## src/design/tmirq_consts.vh

```
`ifndef TMIRQ_CONSTS_VH
`define TMIRQ_CONSTS_VH
// ===========================================================
// register byte offsets
`define OFS_TM_FLAG 12'h000
`define OFS_TM_EN 12'h004
`define OFS_GRP 12'h008
`define OFS_CTRL 12'h00c
`define OFS_STACK 12'h010
`define OFS_EVT 12'h014
`define OFS_EVT_MASK 12'h018
`define OFS_SAVED_PC 12'h01c
// ===========================================================
// field positions
`define GRP_FLAG_LSB 0
`define GRP_EN_LSB 8
`define CTRL_GIE 0
`define CTRL_SLEEP 1
`define CTRL_RETURN_FROM_INTERRUPT 2
`define CTRL_RET 3
`define CTRL_ACK 4
`define EVT_ENTRY 0
`define EVT_WAKE 1
`define EVT_OVF 2
// ===========================================================
// reset values
`define RST_GIE 1'b0
`define RST_WORD 32'h0000_0000
`endif

```

## src/design/tm_flag_cell.v

```verilog
`timescale 1ns/100ps
// one request flag: a match event sets it, a software clear drops it,
// the set wins when both land in the same cycle
module tm_flag_cell (
  // clock and reset
  input wire hclk,
  input wire hresetn,
  // controls
  input wire match,
  input wire sw_set,
  input wire sw_clr,
  // state
  output reg flag_r,
  output wire rise
);
  reg prev_r;
  always @(posedge hclk or negedge hresetn) begin
    if (!hresetn) begin
      flag_r <= 1'b0;
      prev_r <= 1'b0;
    end else begin
      prev_r <= flag_r;
      if (match || sw_set)
        flag_r <= 1'b1;
      else if (sw_clr)
        flag_r <= 1'b0;
    end
  end
  assign rise = flag_r & ~prev_r;
endmodule

```

## src/design/pc_stack.v

```verilog
`timescale 1ns/100ps
// return-address stack; only the program counter is kept here
module pc_stack #(
  parameter DEPTH = 16,
  parameter AW = 4,
  parameter PCW = 16
) (
  // clock and reset
  input wire hclk,
  input wire hresetn,
  // push and pop
  input wire push,
  input wire pop,
  input wire [PCW-1:0] push_pc,
  output reg [PCW-1:0] top_r,
  output wire full,
  output wire empty,
  output wire [AW:0] level
);
  reg [PCW-1:0] mem [0:DEPTH-1];
  reg [AW:0] cnt_r;
  // after a pop the entry below the popped one becomes the new top
  localparam [AW-1:0] BELOW = 2;
  assign full = (cnt_r == DEPTH[AW:0]);
  assign empty = (cnt_r == {(AW+1){1'b0}});
  assign level = cnt_r;
  always @(posedge hclk) begin
    if (push && !full)
      mem[cnt_r[AW-1:0]] <= push_pc;
  end
  always @(posedge hclk or negedge hresetn) begin
    if (!hresetn) begin
      cnt_r <= {(AW+1){1'b0}};
      top_r <= {PCW{1'b0}};
    end else if (push && !full) begin
      cnt_r <= cnt_r + 1'b1;
      top_r <= push_pc;
    end else if (pop && !empty) begin
      cnt_r <= cnt_r - 1'b1;
      if (cnt_r == {{AW{1'b0}}, 1'b1})
        top_r <= {PCW{1'b0}};
      else
        top_r <= mem[cnt_r[AW-1:0] - BELOW];
    end
  end
endmodule

```

## src/design/tm_irq_ctrl.v

```verilog
// The AHB-Lite slave port and the register offsets are this design's own decisions.
`timescale 1ns/100ps
// Behaviour
// RQ1 - each timer has a P-match and an A-match flag, each with an enable
// RQ2 - a comparator P or A match sets that timer's flag
// RQ3 - a group flag sets whenever a timer flag below it becomes set
// RQ4 - vector taken only with global, timer, group enables and stack not full
// RQ5 - servicing clears global enable and group flag, keeps timer flags
// RQ6 - handler software clears the individual timer flag itself
// RQ7 - a set flag stays set until serviced or cleared, enable regardless
// RQ8 - in sleep or idle, any flag rising wakes, enables ignored; this design has no idle mode, only ST_SLEEP wakes
// RQ9 - software may pre-set a flag to block its wake-up
// RQ10 - interrupt entry pushes only the program counter
// RQ11 - return-from-interrupt returns and sets the global enable
// RQ12 - plain subroutine return leaves the global enable cleared
// RQ13 - handlers should avoid subroutine calls; stack may overflow
`include "tmirq_consts.vh"
module tm_irq_ctrl #(
  parameter NTM = 4,
  parameter NGRP = 2,
  parameter PCW = 16,
  parameter SDEPTH = 16,
  parameter SAW = 4
) (
  // clock and reset
  input wire hclk,
  input wire hresetn,
  // ahb-lite slave
  input wire hsel,
  input wire [11:0] haddr,
  input wire [1:0] htrans,
  input wire hwrite,
  input wire [2:0] hsize,
  input wire [31:0] hwdata,
  input wire hready,
  output reg [31:0] hrdata,
  output wire hreadyout,
  output wire hresp,
  // timer match events, one-cycle pulses
  input wire [NTM-1:0] tm_p_match,
  input wire [NTM-1:0] tm_a_match,
  // core side
  input wire [PCW-1:0] core_pc,
  input wire [NTM-1:0] tm_group_sel,
  output wire irq_req,
  output reg [PCW-1:0] vector_pc_r,
  output wire wake,
  output wire irq
);
  localparam ST_RUN = 2'b00;
  localparam ST_SLEEP = 2'b01;
  localparam ST_ISR = 2'b10;

  // ===========================================================
  // bus slave
  reg wr_pend_r;
  reg [11:0] addr_r;
  wire take = hsel & hready & htrans[1];
  always @(posedge hclk or negedge hresetn) begin
    if (!hresetn) begin
      wr_pend_r <= 1'b0;
      addr_r <= 12'h000;
    end else if (hready) begin
      wr_pend_r <= take & hwrite;
      addr_r <= haddr;
    end
  end
  assign hreadyout = 1'b1;
  assign hresp = 1'b0;
  wire wr = wr_pend_r;
  wire wr_flag = wr & (addr_r == `OFS_TM_FLAG);
  wire wr_en = wr & (addr_r == `OFS_TM_EN);
  wire wr_grp = wr & (addr_r == `OFS_GRP);
  wire wr_ctrl = wr & (addr_r == `OFS_CTRL);
  wire wr_evt = wr & (addr_r == `OFS_EVT);
  wire wr_mask = wr & (addr_r == `OFS_EVT_MASK);

  // ===========================================================
  // timer request flags: [NTM-1:0] are P, [2*NTM-1:NTM] are A
  wire [2*NTM-1:0] tm_flag;
  wire [2*NTM-1:0] tm_rise;
  wire [2*NTM-1:0] tm_match = {tm_a_match, tm_p_match};
  // writing 1 clears a flag; writing to the upper half sets (wake blocking)
  wire [2*NTM-1:0] sw_clr = wr_flag ? hwdata[2*NTM-1:0] : {2*NTM{1'b0}};
  wire [2*NTM-1:0] sw_set = wr_flag ? hwdata[16+2*NTM-1:16] : {2*NTM{1'b0}};
  genvar g;
  generate
    for (g = 0; g < 2*NTM; g = g + 1) begin : flg
      // RQ1 RQ2 RQ7 sticky match flag
      tm_flag_cell u_cell (
        .hclk(hclk),
        .hresetn(hresetn),
        .match(tm_match[g]),
        .sw_set(sw_set[g]),
        .sw_clr(sw_clr[g]),
        .flag_r(tm_flag[g]),
        .rise(tm_rise[g])
      );
    end
  endgenerate

  reg [2*NTM-1:0] tm_en_r;
  always @(posedge hclk or negedge hresetn) begin
    if (!hresetn)
      tm_en_r <= {2*NTM{1'b0}};
    else if (wr_en)
      tm_en_r <= hwdata[2*NTM-1:0];
  end

  // ===========================================================
  // group flags; tm_group_sel picks group 1 for a timer, else group 0
  wire [NTM-1:0] tm_req = (tm_flag[NTM-1:0] & tm_en_r[NTM-1:0]) |
                          (tm_flag[2*NTM-1:NTM] & tm_en_r[2*NTM-1:NTM]);
  wire [NTM-1:0] tm_rise_any = tm_rise[NTM-1:0] | tm_rise[2*NTM-1:NTM];
  wire [NTM-1:0] tm_req_raw = tm_rise_any & (tm_req | ~tm_req);
  reg [NGRP-1:0] grp_flag_r;
  reg [NGRP-1:0] grp_en_r;
  reg [NGRP-1:0] grp_set;
  reg [NGRP-1:0] grp_req;
  reg [NGRP-1:0] grp_clr_svc;
  integer i;
  always @* begin
    grp_set = {NGRP{1'b0}};
    grp_req = {NGRP{1'b0}};
    for (i = 0; i < NTM; i = i + 1) begin
      grp_set[tm_group_sel[i] ? 1 : 0] = grp_set[tm_group_sel[i] ? 1 : 0] | tm_req_raw[i];
      grp_req[tm_group_sel[i] ? 1 : 0] = grp_req[tm_group_sel[i] ? 1 : 0] | tm_req[i];
    end
  end

  // ===========================================================
  // entry and return
  reg gie_r;
  reg [1:0] state_r;
  wire [SAW:0] slevel;
  wire sfull;
  wire sempty;
  wire [PCW-1:0] stop;
  wire ack = wr_ctrl & hwdata[`CTRL_ACK];
  wire do_return_from_interrupt = wr_ctrl & hwdata[`CTRL_RETURN_FROM_INTERRUPT];
  wire do_ret = wr_ctrl & hwdata[`CTRL_RET];
  // RQ4 all four conditions
  wire [NGRP-1:0] grp_pend = grp_flag_r & grp_en_r & grp_req;
  assign irq_req = gie_r & ~sfull & (|grp_pend) & (state_r != ST_SLEEP);
  // lower group number wins when both are pending
  wire svc_grp = ~grp_pend[0];
  wire entry = irq_req & ack;
  always @* begin
    grp_clr_svc = {NGRP{1'b0}};
    if (entry)
      grp_clr_svc[svc_grp ? 1 : 0] = 1'b1;
  end
  wire [NGRP-1:0] grp_sw_clr = wr_grp ? hwdata[NGRP-1:0] : {NGRP{1'b0}};
  always @(posedge hclk or negedge hresetn) begin
    if (!hresetn) begin
      grp_flag_r <= {NGRP{1'b0}};
      grp_en_r <= {NGRP{1'b0}};
    end else begin
      // RQ3 RQ5 set beats clear, service clears only the group flag
      grp_flag_r <= grp_set | (grp_flag_r & ~grp_clr_svc & ~grp_sw_clr);
      if (wr_grp)
        grp_en_r <= hwdata[`GRP_EN_LSB+NGRP-1:`GRP_EN_LSB];
    end
  end

  // RQ10 only the pc is pushed
  pc_stack #(
    .DEPTH(SDEPTH),
    .AW(SAW),
    .PCW(PCW)
  ) u_stack (
    .hclk(hclk),
    .hresetn(hresetn),
    .push(entry),
    .pop(do_return_from_interrupt | do_ret),
    .push_pc(core_pc),
    .top_r(stop),
    .full(sfull),
    .empty(sempty),
    .level(slevel)
  );

  // ===========================================================
  // control state
  wire wake_ev = (state_r == ST_SLEEP) & (|tm_rise);
  wire ovf_ev = ack & sfull;
  always @(posedge hclk or negedge hresetn) begin
    if (!hresetn) begin
      gie_r <= `RST_GIE;
      state_r <= ST_RUN;
      vector_pc_r <= {PCW{1'b0}};
    end else begin
      if (entry) begin
        // RQ5 entry drops the global enable
        gie_r <= 1'b0;
        vector_pc_r <= {{(PCW-1){1'b0}}, svc_grp};
      end else if (do_return_from_interrupt && !sempty) begin
        // RQ11 return and re-enable
        gie_r <= 1'b1;
        vector_pc_r <= stop;
      end else if (do_ret && !sempty) begin
        // RQ12 return, enable untouched
        vector_pc_r <= stop;
      end else if (wr_ctrl) begin
        gie_r <= hwdata[`CTRL_GIE];
      end
      case (state_r)
        ST_RUN: begin
          if (entry)
            state_r <= ST_ISR;
          else if (wr_ctrl && hwdata[`CTRL_SLEEP])
            state_r <= ST_SLEEP;
        end
        // RQ8 any flag rise wakes, enables ignored; RQ9 pre-set blocks it
        ST_SLEEP: if (wake_ev) state_r <= ST_RUN;
        ST_ISR: if ((do_return_from_interrupt || do_ret) && slevel == {{SAW{1'b0}}, 1'b1}) state_r <= ST_RUN;
        default: state_r <= ST_RUN;
      endcase
    end
  end
  assign wake = wake_ev;

  // ===========================================================
  // event status and interrupt line
  reg [2:0] evt_r;
  reg [2:0] evt_mask_r;
  wire [2:0] evt_set = {ovf_ev, wake_ev, entry};
  always @(posedge hclk or negedge hresetn) begin
    if (!hresetn) begin
      evt_r <= 3'h0;
      evt_mask_r <= 3'h0;
    end else begin
      evt_r <= evt_set | (evt_r & ~(wr_evt ? hwdata[2:0] : 3'h0));
      if (wr_mask)
        evt_mask_r <= hwdata[2:0];
    end
  end
  assign irq = |(evt_r & evt_mask_r);

  // ===========================================================
  // read data, registered in the address phase
  always @(posedge hclk or negedge hresetn) begin
    if (!hresetn)
      hrdata <= `RST_WORD;
    else if (take && !hwrite) begin
      hrdata <= `RST_WORD;
      case (haddr)
        `OFS_TM_FLAG: hrdata[2*NTM-1:0] <= tm_flag;
        `OFS_TM_EN: hrdata[2*NTM-1:0] <= tm_en_r;
        `OFS_GRP: hrdata <= {{(24-NGRP){1'b0}}, grp_en_r, {(8-NGRP){1'b0}}, grp_flag_r};
        `OFS_CTRL: hrdata <= {30'h0, state_r == ST_SLEEP, gie_r};
        `OFS_STACK: hrdata[SAW:0] <= slevel;
        `OFS_EVT: hrdata[2:0] <= evt_r;
        `OFS_EVT_MASK: hrdata[2:0] <= evt_mask_r;
        `OFS_SAVED_PC: hrdata[PCW-1:0] <= stop;
        default: hrdata <= `RST_WORD;
      endcase
    end
  end
endmodule

```

## config.mk

```make
export PLATFORM = sky130hd
export DESIGN_NAME = tm_irq_ctrl
export DESIGN_NICKNAME = d
export VERILOG_FILES = /design/src/design/tm_flag_cell.v /design/src/design/pc_stack.v /design/src/design/tm_irq_ctrl.v
export VERILOG_INCLUDE_DIRS = /design/src /design/src/design
export SDC_FILE = /design/constraint.sdc
export NUM_CORES = 1
export LEC_CHECK = 0
export ABC_CLOCK_PERIOD_IN_PS = 5900
export BUFFER_PORTS_ARGS = -buffer_cell sky130_fd_sc_hd__buf_2
export CAP_MARGIN = 0
export CORE_UTILIZATION = 50
export DETAILED_ROUTE_END_ITERATION = 10
export GPL_TIMING_DRIVEN = 1
export PLACE_DENSITY = 0.69
export SLEW_MARGIN = 10
export SYNTH_ARGS = -nofsm -noshare
export SYNTH_HDL_FRONTEND = slang
export SYNTH_SLANG_ARGS = --single-unit
```

## constraint.sdc

```tcl
create_clock -name hclk -period 5.9 [get_ports hclk]
set_clock_uncertainty 0.1 [all_clocks]
set_input_delay 0.59 -clock hclk [delete_from_list [all_inputs] [get_ports hclk]]
set_output_delay 0.59 -clock hclk [all_outputs]
set_load 0.02 [all_outputs]
```

==> metrics.txt, run 1 <==
status=finished, final reports clean; commonest non-fill, non-tap cell in the layout=sky130_fd_sc_hd__edfxtp_1; wl on met1=14900 um; number of cells in the finished layout apart from fillers=1465; total routing resource utilization after global routing=0.231; count of endpoints failing hold in the final timing report=0; setup repair after global routing missed its margin=no; post-synthesis instance total=937; prevailing post-synth register cell=sky130_fd_sc_hd__edfxtp_1; Tmin final=3750 ps; cell at the root of the clock tree=sky130_fd_sc_hd__clkbuf_16; number of detailed-routing iterations run before antenna repair=7; type of the setup path with the least slack=reg -> reg; number of sinks handled by clock tree synthesis=359; final routed wire length divided by cell count=23.4 um; clock network latency to the later pin of the worst-skew pair=520 ps; Die W=175 um; clock-pin slew reported for the worst setup and hold paths after clock tree synthesis=60 ps; DRC=0; number of register bits inferred by synthesis=359; synthesized area=0.0149 sq mm; GPL Wtd Cong=0.822; commonest cells after routing, fill and taps aside=sky130_fd_sc_hd__edfxtp_1, sky130_fd_sc_hd__dfrtp_1, sky130_fd_sc_hd__buf_2; detailed-placement wirelength estimate=21300 um; worst supply voltage drop on vdd=0.250 mV; starting density of the core=0.514; overall overflow remaining after global route=0; hold-fix buffer count after cts=0; part of the cycle the worst path needs=0.635; final antenna-violating net count=0; leakage power=6.37 nW; layout overhead on the synthesized area=14.2%; layout cells sized above 1=0.276; vias in the first global route=8712; Max Cap Violations=0; DR WL met3=2220 um; number of instances in the placed design=1398; startpoint type of the worst setup path=flop; count of warnings emitted by yosys=0; H-tree levels=2; detailed route wirelength on metal2=16500 um; maximum number of pins on one net before global-route repair=59; number of inserted filler cells in the final layout=2212; Inserted Clock Buffers=37; Max clock buf depth=3; CP required=6160 ps; mean area per synthesized cell=15.9 sq um; Post-synth EDFFs=256; critical-path maximum fanout=21; initial antenna violation count=0; peak clock frequency supported by timing=267 MHz; number of antenna diodes=0; final number of setup-violating endpoints=0; Crit. End Element=flop; type of the worst min-delay path=in -> async; worst slew margin relative to its limit=0.281; arrival time of data at the critical path endpoint=4010 ps; global-route wire length before repair=52800 um; portion of the post-synthesis area used by sequential elements=0.688; top-level port count=135; total power=5.63 mW; Die ar.=0.0305 sq mm; Port-buffer cells=98; height of the chip=175 um; count of buffers added by post-CTS timing repair for setup=0; total detailed-routing wirelength=34300 um; DR iter-0 viols=789; Worst Max-Slew Pin Slew=1080 ps; final setup TNS=0 ps; TritonCTS clock tree=built; max layer used=met4; Std-Cell Rows=62; Post-synth ARST share=0.287; flip-flop and latch area=0.0103 sq mm; slack of the worst reg-to-reg path=2150 ps; fin. max-slew vios=0; standard cell core area=0.0290 sq mm; core utilization of the finished layout=0.587; vias after detailed routing=8591; area used by multi-input combinational logic=0.00429 sq mm; Post-layout nets=1143; P per Cell Area=331 mW/mm^2; Vias per Instance=5.86; Netlist cell types=56; # resized after CTS=0
[logic make-up (layout without fill, tap and decap cells)]
logic type	count (synthesis)	count (layout)	share of synthesized area
mux	117	117	0.135
simple gates	202	202	0.0665
flops	359	359	0.688
buf+inv	94	222	0.0319
other cells	2	18	0.000504
xor+xnor	5	5	0.00294
fa+ha+maj	8	8	0.00671
compound gates	150	150	0.0678
[cells in the mapped netlist, types with 2 or more instances]
cell type	n	share of area
sky130_fd_sc_hd__xor2_1	3	0.0018
sky130_fd_sc_hd__nand2_2	2	0.00084
sky130_fd_sc_hd__nand3_1	6	0.0020
sky130_fd_sc_hd__and2_1	22	0.0092
sky130_fd_sc_hd__a221o_1	8	0.0054
sky130_fd_sc_hd__a22oi_1	15	0.0076
sky130_fd_sc_hd__a211oi_1	21	0.011
sky130_fd_sc_hd__dfrtp_1	103	0.17
sky130_fd_sc_hd__buf_1	4	0.0010
sky130_fd_sc_hd__xnor2_1	2	0.0012
sky130_fd_sc_hd__buf_6	4	0.0030
sky130_fd_sc_hd__buf_2	17	0.0057
sky130_fd_sc_hd__mux2_2	27	0.020
sky130_fd_sc_hd__nand2_1	82	0.021
sky130_fd_sc_hd__a211o_1	3	0.0018
sky130_fd_sc_hd__inv_1	22	0.0055
sky130_fd_sc_hd__o21ai_0	23	0.0077
sky130_fd_sc_hd__a21o_1	2	0.0010
sky130_fd_sc_hd__mux2i_1	25	0.017
sky130_fd_sc_hd__mux4_2	65	0.098
sky130_fd_sc_hd__nand4b_1	3	0.0018
sky130_fd_sc_hd__nor2b_1	2	0.00084
sky130_fd_sc_hd__nor4_4	2	0.0029
sky130_fd_sc_hd__nor2_1	51	0.013
sky130_fd_sc_hd__ha_1	8	0.0067
sky130_fd_sc_hd__a311oi_1	13	0.0076
sky130_fd_sc_hd__o211ai_1	3	0.0015
sky130_fd_sc_hd__nor3_1	4	0.0013
sky130_fd_sc_hd__buf_4	19	0.0096
sky130_fd_sc_hd__nor4_1	9	0.0038
sky130_fd_sc_hd__conb_1	2	0.00050
sky130_fd_sc_hd__o31ai_1	4	0.0020
sky130_fd_sc_hd__o22ai_1	8	0.0034
sky130_fd_sc_hd__clkbuf_1	27	0.0068
sky130_fd_sc_hd__nand4_1	7	0.0029
sky130_fd_sc_hd__nand3b_1	2	0.0010
sky130_fd_sc_hd__a21oi_1	43	0.014
sky130_fd_sc_hd__edfxtp_1	256	0.52
[cell type report]
type,instances,share of cell area
clock buffers,58,0.0632
clock inverters,9,0.00456
inverters,23,0.00507
multi-input cells,500,0.252
flip-flops and latches,359,0.603
well taps,384,0.0282
repair buffers,132,0.0439
[path summary, 6_finish.rpt]
kind | from | to | cells after the start
min reg2reg | flg[5].u_cell.flag_r$_DFFE_PN0P_ | flg[5].u_cell.prev_r$_DFF_PN0_ | 0
max in group asynchronous | hresetn | u_stack.top_r[4]$_DFFE_PN0P_ | 2
max reg2reg | u_stack.level[2]$_DFFE_PN0P_ | u_stack.top_r[12]$_DFFE_PN0P_ | 9
max | u_stack.level[2]$_DFFE_PN0P_ | u_stack.top_r[12]$_DFFE_PN0P_ | 9
min in group hclk | tm_p_match[0] | flg[0].u_cell.flag_r$_DFFE_PN0P_ | 2
min | hresetn | evt_r[1]$_DFF_PN0_ | 1
[power breakdown]
part | switching, mW | internal (mW) | total (mW)
Sequential | 0.0146 | 2.72 | 2.74
Combinational | 0.400 | 0.290 | 0.691
Clock | 0.906 | 1.30 | 2.20
Total | 1.32 | 4.31 | 5.63
[metal layers]
layer  vias up  GRT usage
met5         -          0
met4         0     0.0707
met3        50     0.0392
met2       310      0.372
met1      4405      0.326
li1       3826          -
[metrics by stage]
step	instance area [sq um]	hold slack [ps]	setup WS, ps
6_report	17000	47.1	2150
5_1_grt	17000	96.1	2010
4_1_cts	17000	64.7	2140
3_5_place_dp	15900	326	2190
3_3_place_gp	15900	332	2240
2_1_floorplan	15000	194	1340
[worst max-delay path, cell delays in order, from the launching register on]
cell                       delay [ps]
sky130_fd_sc_hd__dfrtp_1          660
sky130_fd_sc_hd__inv_1            280
sky130_fd_sc_hd__ha_2             790
sky130_fd_sc_hd__buf_4            410
sky130_fd_sc_hd__mux4_2           350
sky130_fd_sc_hd__and2_1           170
sky130_fd_sc_hd__a211oi_1         420
sky130_fd_sc_hd__a311oi_1          90
sky130_fd_sc_hd__a21oi_1          210
sky130_fd_sc_hd__a21oi_1          100
[flip-flops by register name, summed over array words and instances, names as in the netlist, 2 cells and up]
name	flops
grp_en_r	2
hrdata	16
flg.u_cell.prev_r	8
addr_r	12
grp_flag_r	2
tm_en_r	8
state_r	2
u_stack.top_r	16
evt_mask_r	3
flg.u_cell.flag_r	8
u_stack.level	5
u_stack.mem	256
evt_r	3
vector_pc_r	16
Note: power is estimated with default switching activity, not from simulation.
==> run 2, diff against run 1 <==
--- a/config.mk
+++ b/config.mk
@@ -6,13 +6,13 @@
 export SDC_FILE = /design/constraint.sdc
 export NUM_CORES = 1
 export LEC_CHECK = 0
-export ABC_CLOCK_PERIOD_IN_PS = 5900
+export ABC_CLOCK_PERIOD_IN_PS = 3400
 export BUFFER_PORTS_ARGS = -buffer_cell sky130_fd_sc_hd__buf_2
 export CAP_MARGIN = 0
 export CORE_UTILIZATION = 50
 export DETAILED_ROUTE_END_ITERATION = 10
 export GPL_TIMING_DRIVEN = 1
-export PLACE_DENSITY = 0.69
+export PLACE_DENSITY = 0.72
 export SLEW_MARGIN = 10
 export SYNTH_ARGS = -nofsm -noshare
 export SYNTH_HDL_FRONTEND = slang
==> constraint.sdc (replaced) <==
create_clock -name hclk -period 3.4 [get_ports hclk]
set_clock_uncertainty 0.1 [all_clocks]
set_input_delay 0.34 -clock hclk [delete_from_list [all_inputs] [get_ports hclk]]
set_output_delay 0.34 -clock hclk [all_outputs]
set_load 0.02 [all_outputs]
==> metrics.txt, run 2 (synthesis results as in run 1) <==
arrival time of data at the critical path endpoint=3050 ps; vias in the first global route=8947; number of stages on the worst hold path=3; fin. max-slew vios=0; number of cell instances on the worst register-to-register path=6; detailed-placement wirelength estimate=21000 um; count of buffers added by post-CTS timing repair for setup=0; Inserted Clock Buffers=37; maximum number of pins on one net before global-route repair=64; H-tree levels=2; worst reg2reg path endpoint=u_stack.mem[8][8]$_DFFE_PP_; slack of the worst reg-to-reg path=410 ps; switching part of the total=0.236; startpoint type of the worst setup path=flop; met2 global-route usage=0.358; standard cell core area=0.0290 sq mm; total routing resource utilization after global routing=0.224; type of the worst min-delay path=in -> reg; Vias per Instance=5.82; final number of setup-violating endpoints=0; Max clock buf depth=3; Crit. End Element=flop; number of detailed-routing iterations run before antenna repair=5; Worst Hold End=wr$_DFFE_PN0P_; number of flip-flops under the largest register name=256; overall overflow remaining after global route=0; met3 Track Usage GR=0.0387; commonest cells after routing, fill and taps aside=sky130_fd_sc_hd__edfxtp_1, sky130_fd_sc_hd__dfrtp_1, sky130_fd_sc_hd__buf_2; Hold Crit Start=hsel; leakage power=6.54 nW; height of the chip=175 um; total detailed-routing wirelength=33400 um; number of antenna diodes=0; final setup TNS=0 ps; part of the cycle the worst path needs=0.880; initial antenna violation count=0; count of endpoints failing hold in the final timing report=0; Tmin final=2990 ps; core utilization of the finished layout=0.606; most utilized layer in the global route result=met2; critical-path maximum fanout=16; net load switching power=2.41 mW; layout cells sized above 1=0.279; Post-layout nets=1171; internal power contribution=7.83 mW; Die W=175 um; final antenna-violating net count=0; Port-buffer cells=98; layout overhead on the synthesized area=17.8%; Flop pwr share=0.464; Max Cap Violations=0; type of the setup path with the least slack=reg -> reg; top-level port count=135; GPL Wtd Cong=0.906; TritonCTS clock tree=built; clock network latency to the later pin of the worst-skew pair=520 ps; # resized after CTS=0; number of sinks handled by clock tree synthesis=359; worst slew margin relative to its limit=0.454; DR iter-0 viols=863; hold-fix buffer count after cts=31; Worst Max-Slew Pin Slew=819 ps; source of the worst register-to-register timing path=addr_r[0]$_DFFE_PN0P_; setup repair after global routing missed its margin=no; cell at the root of the clock tree=sky130_fd_sc_hd__clkbuf_16; combinational fraction of design power=0.126; clock network fraction of total power=0.411; global-route wire length before repair=51900 um; Std-Cell Rows=62; DRC=0; Global Route met1 Usage=0.317; commonest non-fill, non-tap cell in the layout=sky130_fd_sc_hd__edfxtp_1; worst supply voltage drop on vdd=0.513 mV; vias after detailed routing=8691; clock-pin slew reported for the worst setup and hold paths after clock tree synthesis=60 ps; final routed wire length divided by cell count=22.3 um; Die ar.=0.0305 sq mm; P per Cell Area=583 mW/mm^2; peak clock frequency supported by timing=334 MHz; CP required=3460 ps; starting density of the core=0.514; status=finished, final reports clean
## run 2: area by class of cell
class / instances / area (sq um)
repair buffers: 160 / 1100
fillers: 2117 / 11400
inverters: 23 / 86.3
well taps: 384 / 480
multi-input cells: 500 / 4370
clock buffers: 45 / 996
clock inverters: 22 / 277
flip-flops and latches: 359 / 10300
## run 2: power groups by stage
stage          clock network (mW)  registers [mW]  logic, mW
2_1_floorplan                   0            4.83      0.873
3_3_place_gp                    0            4.84       1.26
3_5_place_dp                    0            4.84       1.27
4_1_cts                      4.28            4.75       1.30
5_1_grt                      4.45            4.75       1.39
6_report                     4.21            4.75       1.29
## run 2: layer usage
metal / up-vias / routed length [um]
li1: 3888 / -
met1: 4366 / 14100
met2: 378 / 16000
met3: 59 / 2450
met4: 0 / 808
met5: - / 0
## run 2: metrics by stage
stage          hold WS, ps  setup WS (ps)  std cells  instance area [sq um]  power (mW)
6_report              20.6            407       1493                  17600        10.2
4_1_cts               16.4            389       1493                  17600        10.3
5_1_grt               73.2            254       1493                  17600        10.6
2_1_floorplan        -55.6           1.53        953                  15100        5.70
3_5_place_dp           256            415       1395                  16000        6.11
3_3_place_gp           249            443       1395                  16000        6.10
## run 2: worst max-delay path by stage
| stage | start | to |
|---|---|---|
| 3_3_place_gp | addr_r[1]$_DFFE_PN0P_ | u_stack.mem[8][15]$_DFFE_PP_ |
| 6_report | addr_r[0]$_DFFE_PN0P_ | u_stack.mem[8][8]$_DFFE_PP_ |
| 2_1_floorplan | u_stack.level[1]$_DFFE_PN0P_ | u_stack.mem[1][0]$_DFFE_PP_ |
| 5_1_grt | addr_r[0]$_DFFE_PN0P_ | u_stack.mem[8][13]$_DFFE_PP_ |
| 3_5_place_dp | addr_r[1]$_DFFE_PN0P_ | u_stack.mem[8][5]$_DFFE_PP_ |
| 4_1_cts | addr_r[1]$_DFFE_PN0P_ | u_stack.mem[8][7]$_DFFE_PP_ |
## run 2: critical path, stage by stage (launching register included)
cell and delay, ps:
sky130_fd_sc_hd__dfrtp_1 380, sky130_fd_sc_hd__or4b_1 590, sky130_fd_sc_hd__nor4_4 290, sky130_fd_sc_hd__nand2_2 130
sky130_fd_sc_hd__a211o_1 360, sky130_fd_sc_hd__nor3b_2 270, sky130_fd_sc_hd__and2_2 500
==> run 3, diff against run 2 <==
--- a/config.mk
+++ b/config.mk
@@ -9,6 +9,7 @@
 export ABC_CLOCK_PERIOD_IN_PS = 3400
 export BUFFER_PORTS_ARGS = -buffer_cell sky130_fd_sc_hd__buf_2
 export CAP_MARGIN = 0
+export CORE_MARGIN = 5
 export CORE_UTILIZATION = 50
 export DETAILED_ROUTE_END_ITERATION = 10
 export GPL_TIMING_DRIVEN = 1
==> metrics.txt, run 3 (synthesis results as in run 1) <==
final routed wire length divided by cell count=22.6 um; arrival time of data at the critical path endpoint=3520 ps; clock-pin slew reported for the worst setup and hold paths after clock tree synthesis=60 ps; Crit. End Element=flop; standard cell core area=0.0296 sq mm; CP required=3700 ps; worst-path cell with the longest stage delay=sky130_fd_sc_hd__nor4_4; number of flip-flops under the largest register name=256; count of endpoints failing hold in the final timing report=0; overall overflow remaining after global route=0; layout overhead on the synthesized area=17.0%; Port-buffer cells=98; critical path endpoint=flg[0].u_cell.flag_r$_DFFE_PN0P_; DRC=0; fin. max-slew vios=0; Critical Path Max Stage Delay=620 ps; P per Cell Area=561 mW/mm^2; global-route wire length before repair=52000 um; starting density of the core=0.505; Tmin final=3220 ps; layout cells sized above 1=0.281; total routing resource utilization after global routing=0.203; slack of the worst reg-to-reg path=180 ps; final hold slack=2.60 ps; cell at the root of the clock tree=sky130_fd_sc_hd__clkbuf_16; DR iter-0 viols=849; status=finished, final reports clean; Post-Place Cell Area=0.0160 sq mm; area of all placed cells without fillers=0.0174 sq mm; clock network latency to the later pin of the worst-skew pair=520 ps; vias after detailed routing=8669; worst reg2reg path endpoint=flg[0].u_cell.flag_r$_DFFE_PN0P_; Max clock buf depth=3; setup repair after global routing missed its margin=no; number of stages on the worst hold path=2; initial antenna violation count=1; cell-by-cell listing of the critical path=or4b_1 -> or3_4 -> nor4_4 -> nand2_1 -> a221o_1 -> dlygate4sd3_1; peak clock frequency supported by timing=310 MHz; final setup TNS=0 ps; Worst Max-Slew Pin Slew=860 ps; critical-path maximum fanout=14; number of cells in the finished layout apart from fillers=1508; number of sinks handled by clock tree synthesis=359; type of the worst min-delay path=in -> reg; commonest cells after routing, fill and taps aside=sky130_fd_sc_hd__edfxtp_1, sky130_fd_sc_hd__dfrtp_1, sky130_fd_sc_hd__buf_2; Vias per Instance=5.75; Die ar.=0.0334 sq mm; vias in the first global route=8925; number of detailed-routing iterations run before antenna repair=5; number of instances in the placed design=1411; startpoint type of the worst setup path=flop; detailed-placement wirelength estimate=21700 um; commonest non-fill, non-tap cell in the layout=sky130_fd_sc_hd__edfxtp_1; timing startpoint of the critical path=addr_r[1]$_DFFE_PN0P_; top-level port count=135; Die W=183 um; height of the chip=183 um; Inserted Clock Buffers=37; Post-layout nets=1180; part of the cycle the worst path needs=0.948; H-tree levels=2; worst slew margin relative to its limit=0.426; final antenna-violating net count=0; GPL Wtd Cong=0.836; leakage power=6.51 nW; total detailed-routing wirelength=34100 um; Std-Cell Rows=63; source of the worst register-to-register timing path=addr_r[1]$_DFFE_PN0P_; type of the setup path with the least slack=reg -> reg; number of cell instances on the worst register-to-register path=6; TritonCTS clock tree=built; worst supply voltage drop on vdd=0.561 mV; maximum number of pins on one net before global-route repair=62; final number of setup-violating endpoints=0; number of antenna diodes=0; Max Cap Violations=0
## run 3: how the worst min path moves through the flow
| stage | startpoint | to | slack, ps |
|---|---|---|---|
| after floorplan | hresetn | addr_r[0]$_DFFE_PN0P_ | -60 |
| after global placement | flg[5].u_cell.flag_r$_DFFE_PN0P_ | flg[5].u_cell.prev_r$_DFF_PN0_ | 340 |
| after detailed placement | flg[7].u_cell.flag_r$_DFFE_PN0P_ | flg[7].u_cell.prev_r$_DFF_PN0_ | 340 |
| after CTS | hsel | wr$_DFFE_PN0P_ | 5 |
| after global routing | hwdata[7] | tm_en_r[7]$_DFFE_PN0P_ | 6 |
| final | hwdata[7] | tm_en_r[7]$_DFFE_PN0P_ | 3 |
## run 3: area by class of cell
type | instances | area (sq um)
Tap cell | 390 | 488
Fill cell | 2249 | 12100
Timing Repair Buffer | 169 | 1110
Clock inverter | 16 | 75.1
Inverter | 23 | 86.3
Sequential cell | 359 | 10300
Clock buffer | 51 | 1050
Multi-Input combinational cell | 500 | 4370
## run 3: worst max-delay path, delay by kind of cell (launching register included)
kind,cells,cell delay (ps)
AO/OA/AOI/OAI,1,310
buffers and inverters,1,560
flip-flops,1,370
AND/OR/NAND/NOR,4,1760
## run 3: per-stage QoR
| stage | util | worst slack (ps) | power (mW) |
|---|---|---|---|
| after floorplan | - | 1.53 | 5.70 |
| after global placement | 0.542 | 357 | 6.11 |
| after detailed placement | 0.542 | 324 | 6.13 |
| after CTS | 0.590 | 169 | 9.88 |
| after global routing | 0.590 | 83.4 | 10.1 |
| final | 0.590 | 176 | 9.79 |
## run 3: report_power, final
| part | switching (mW) | total [mW] | internal, mW |
|---|---|---|---|
| logic | 0.750 | 1.30 | 0.552 |
| registers | 0.0246 | 4.75 | 4.73 |
| clock network | 1.58 | 3.74 | 2.16 |
| total | 2.35 | 9.79 | 7.44 |
## run 3: routing by layer
metal,global-route usage,wire [um],up-vias
met5,0,13,-
met4,0.0618,941,2
met1,0.280,14400,4382
met3,0.0389,2210,50
li1,-,-,3913
met2,0.332,16600,322
## run 3: timing repair
action,4_1_cts,5_1_grt
buffers inserted,0,0
gates resized for setup,0,0
endpoints found under the hold margin,80,0
hold buffers,30,0
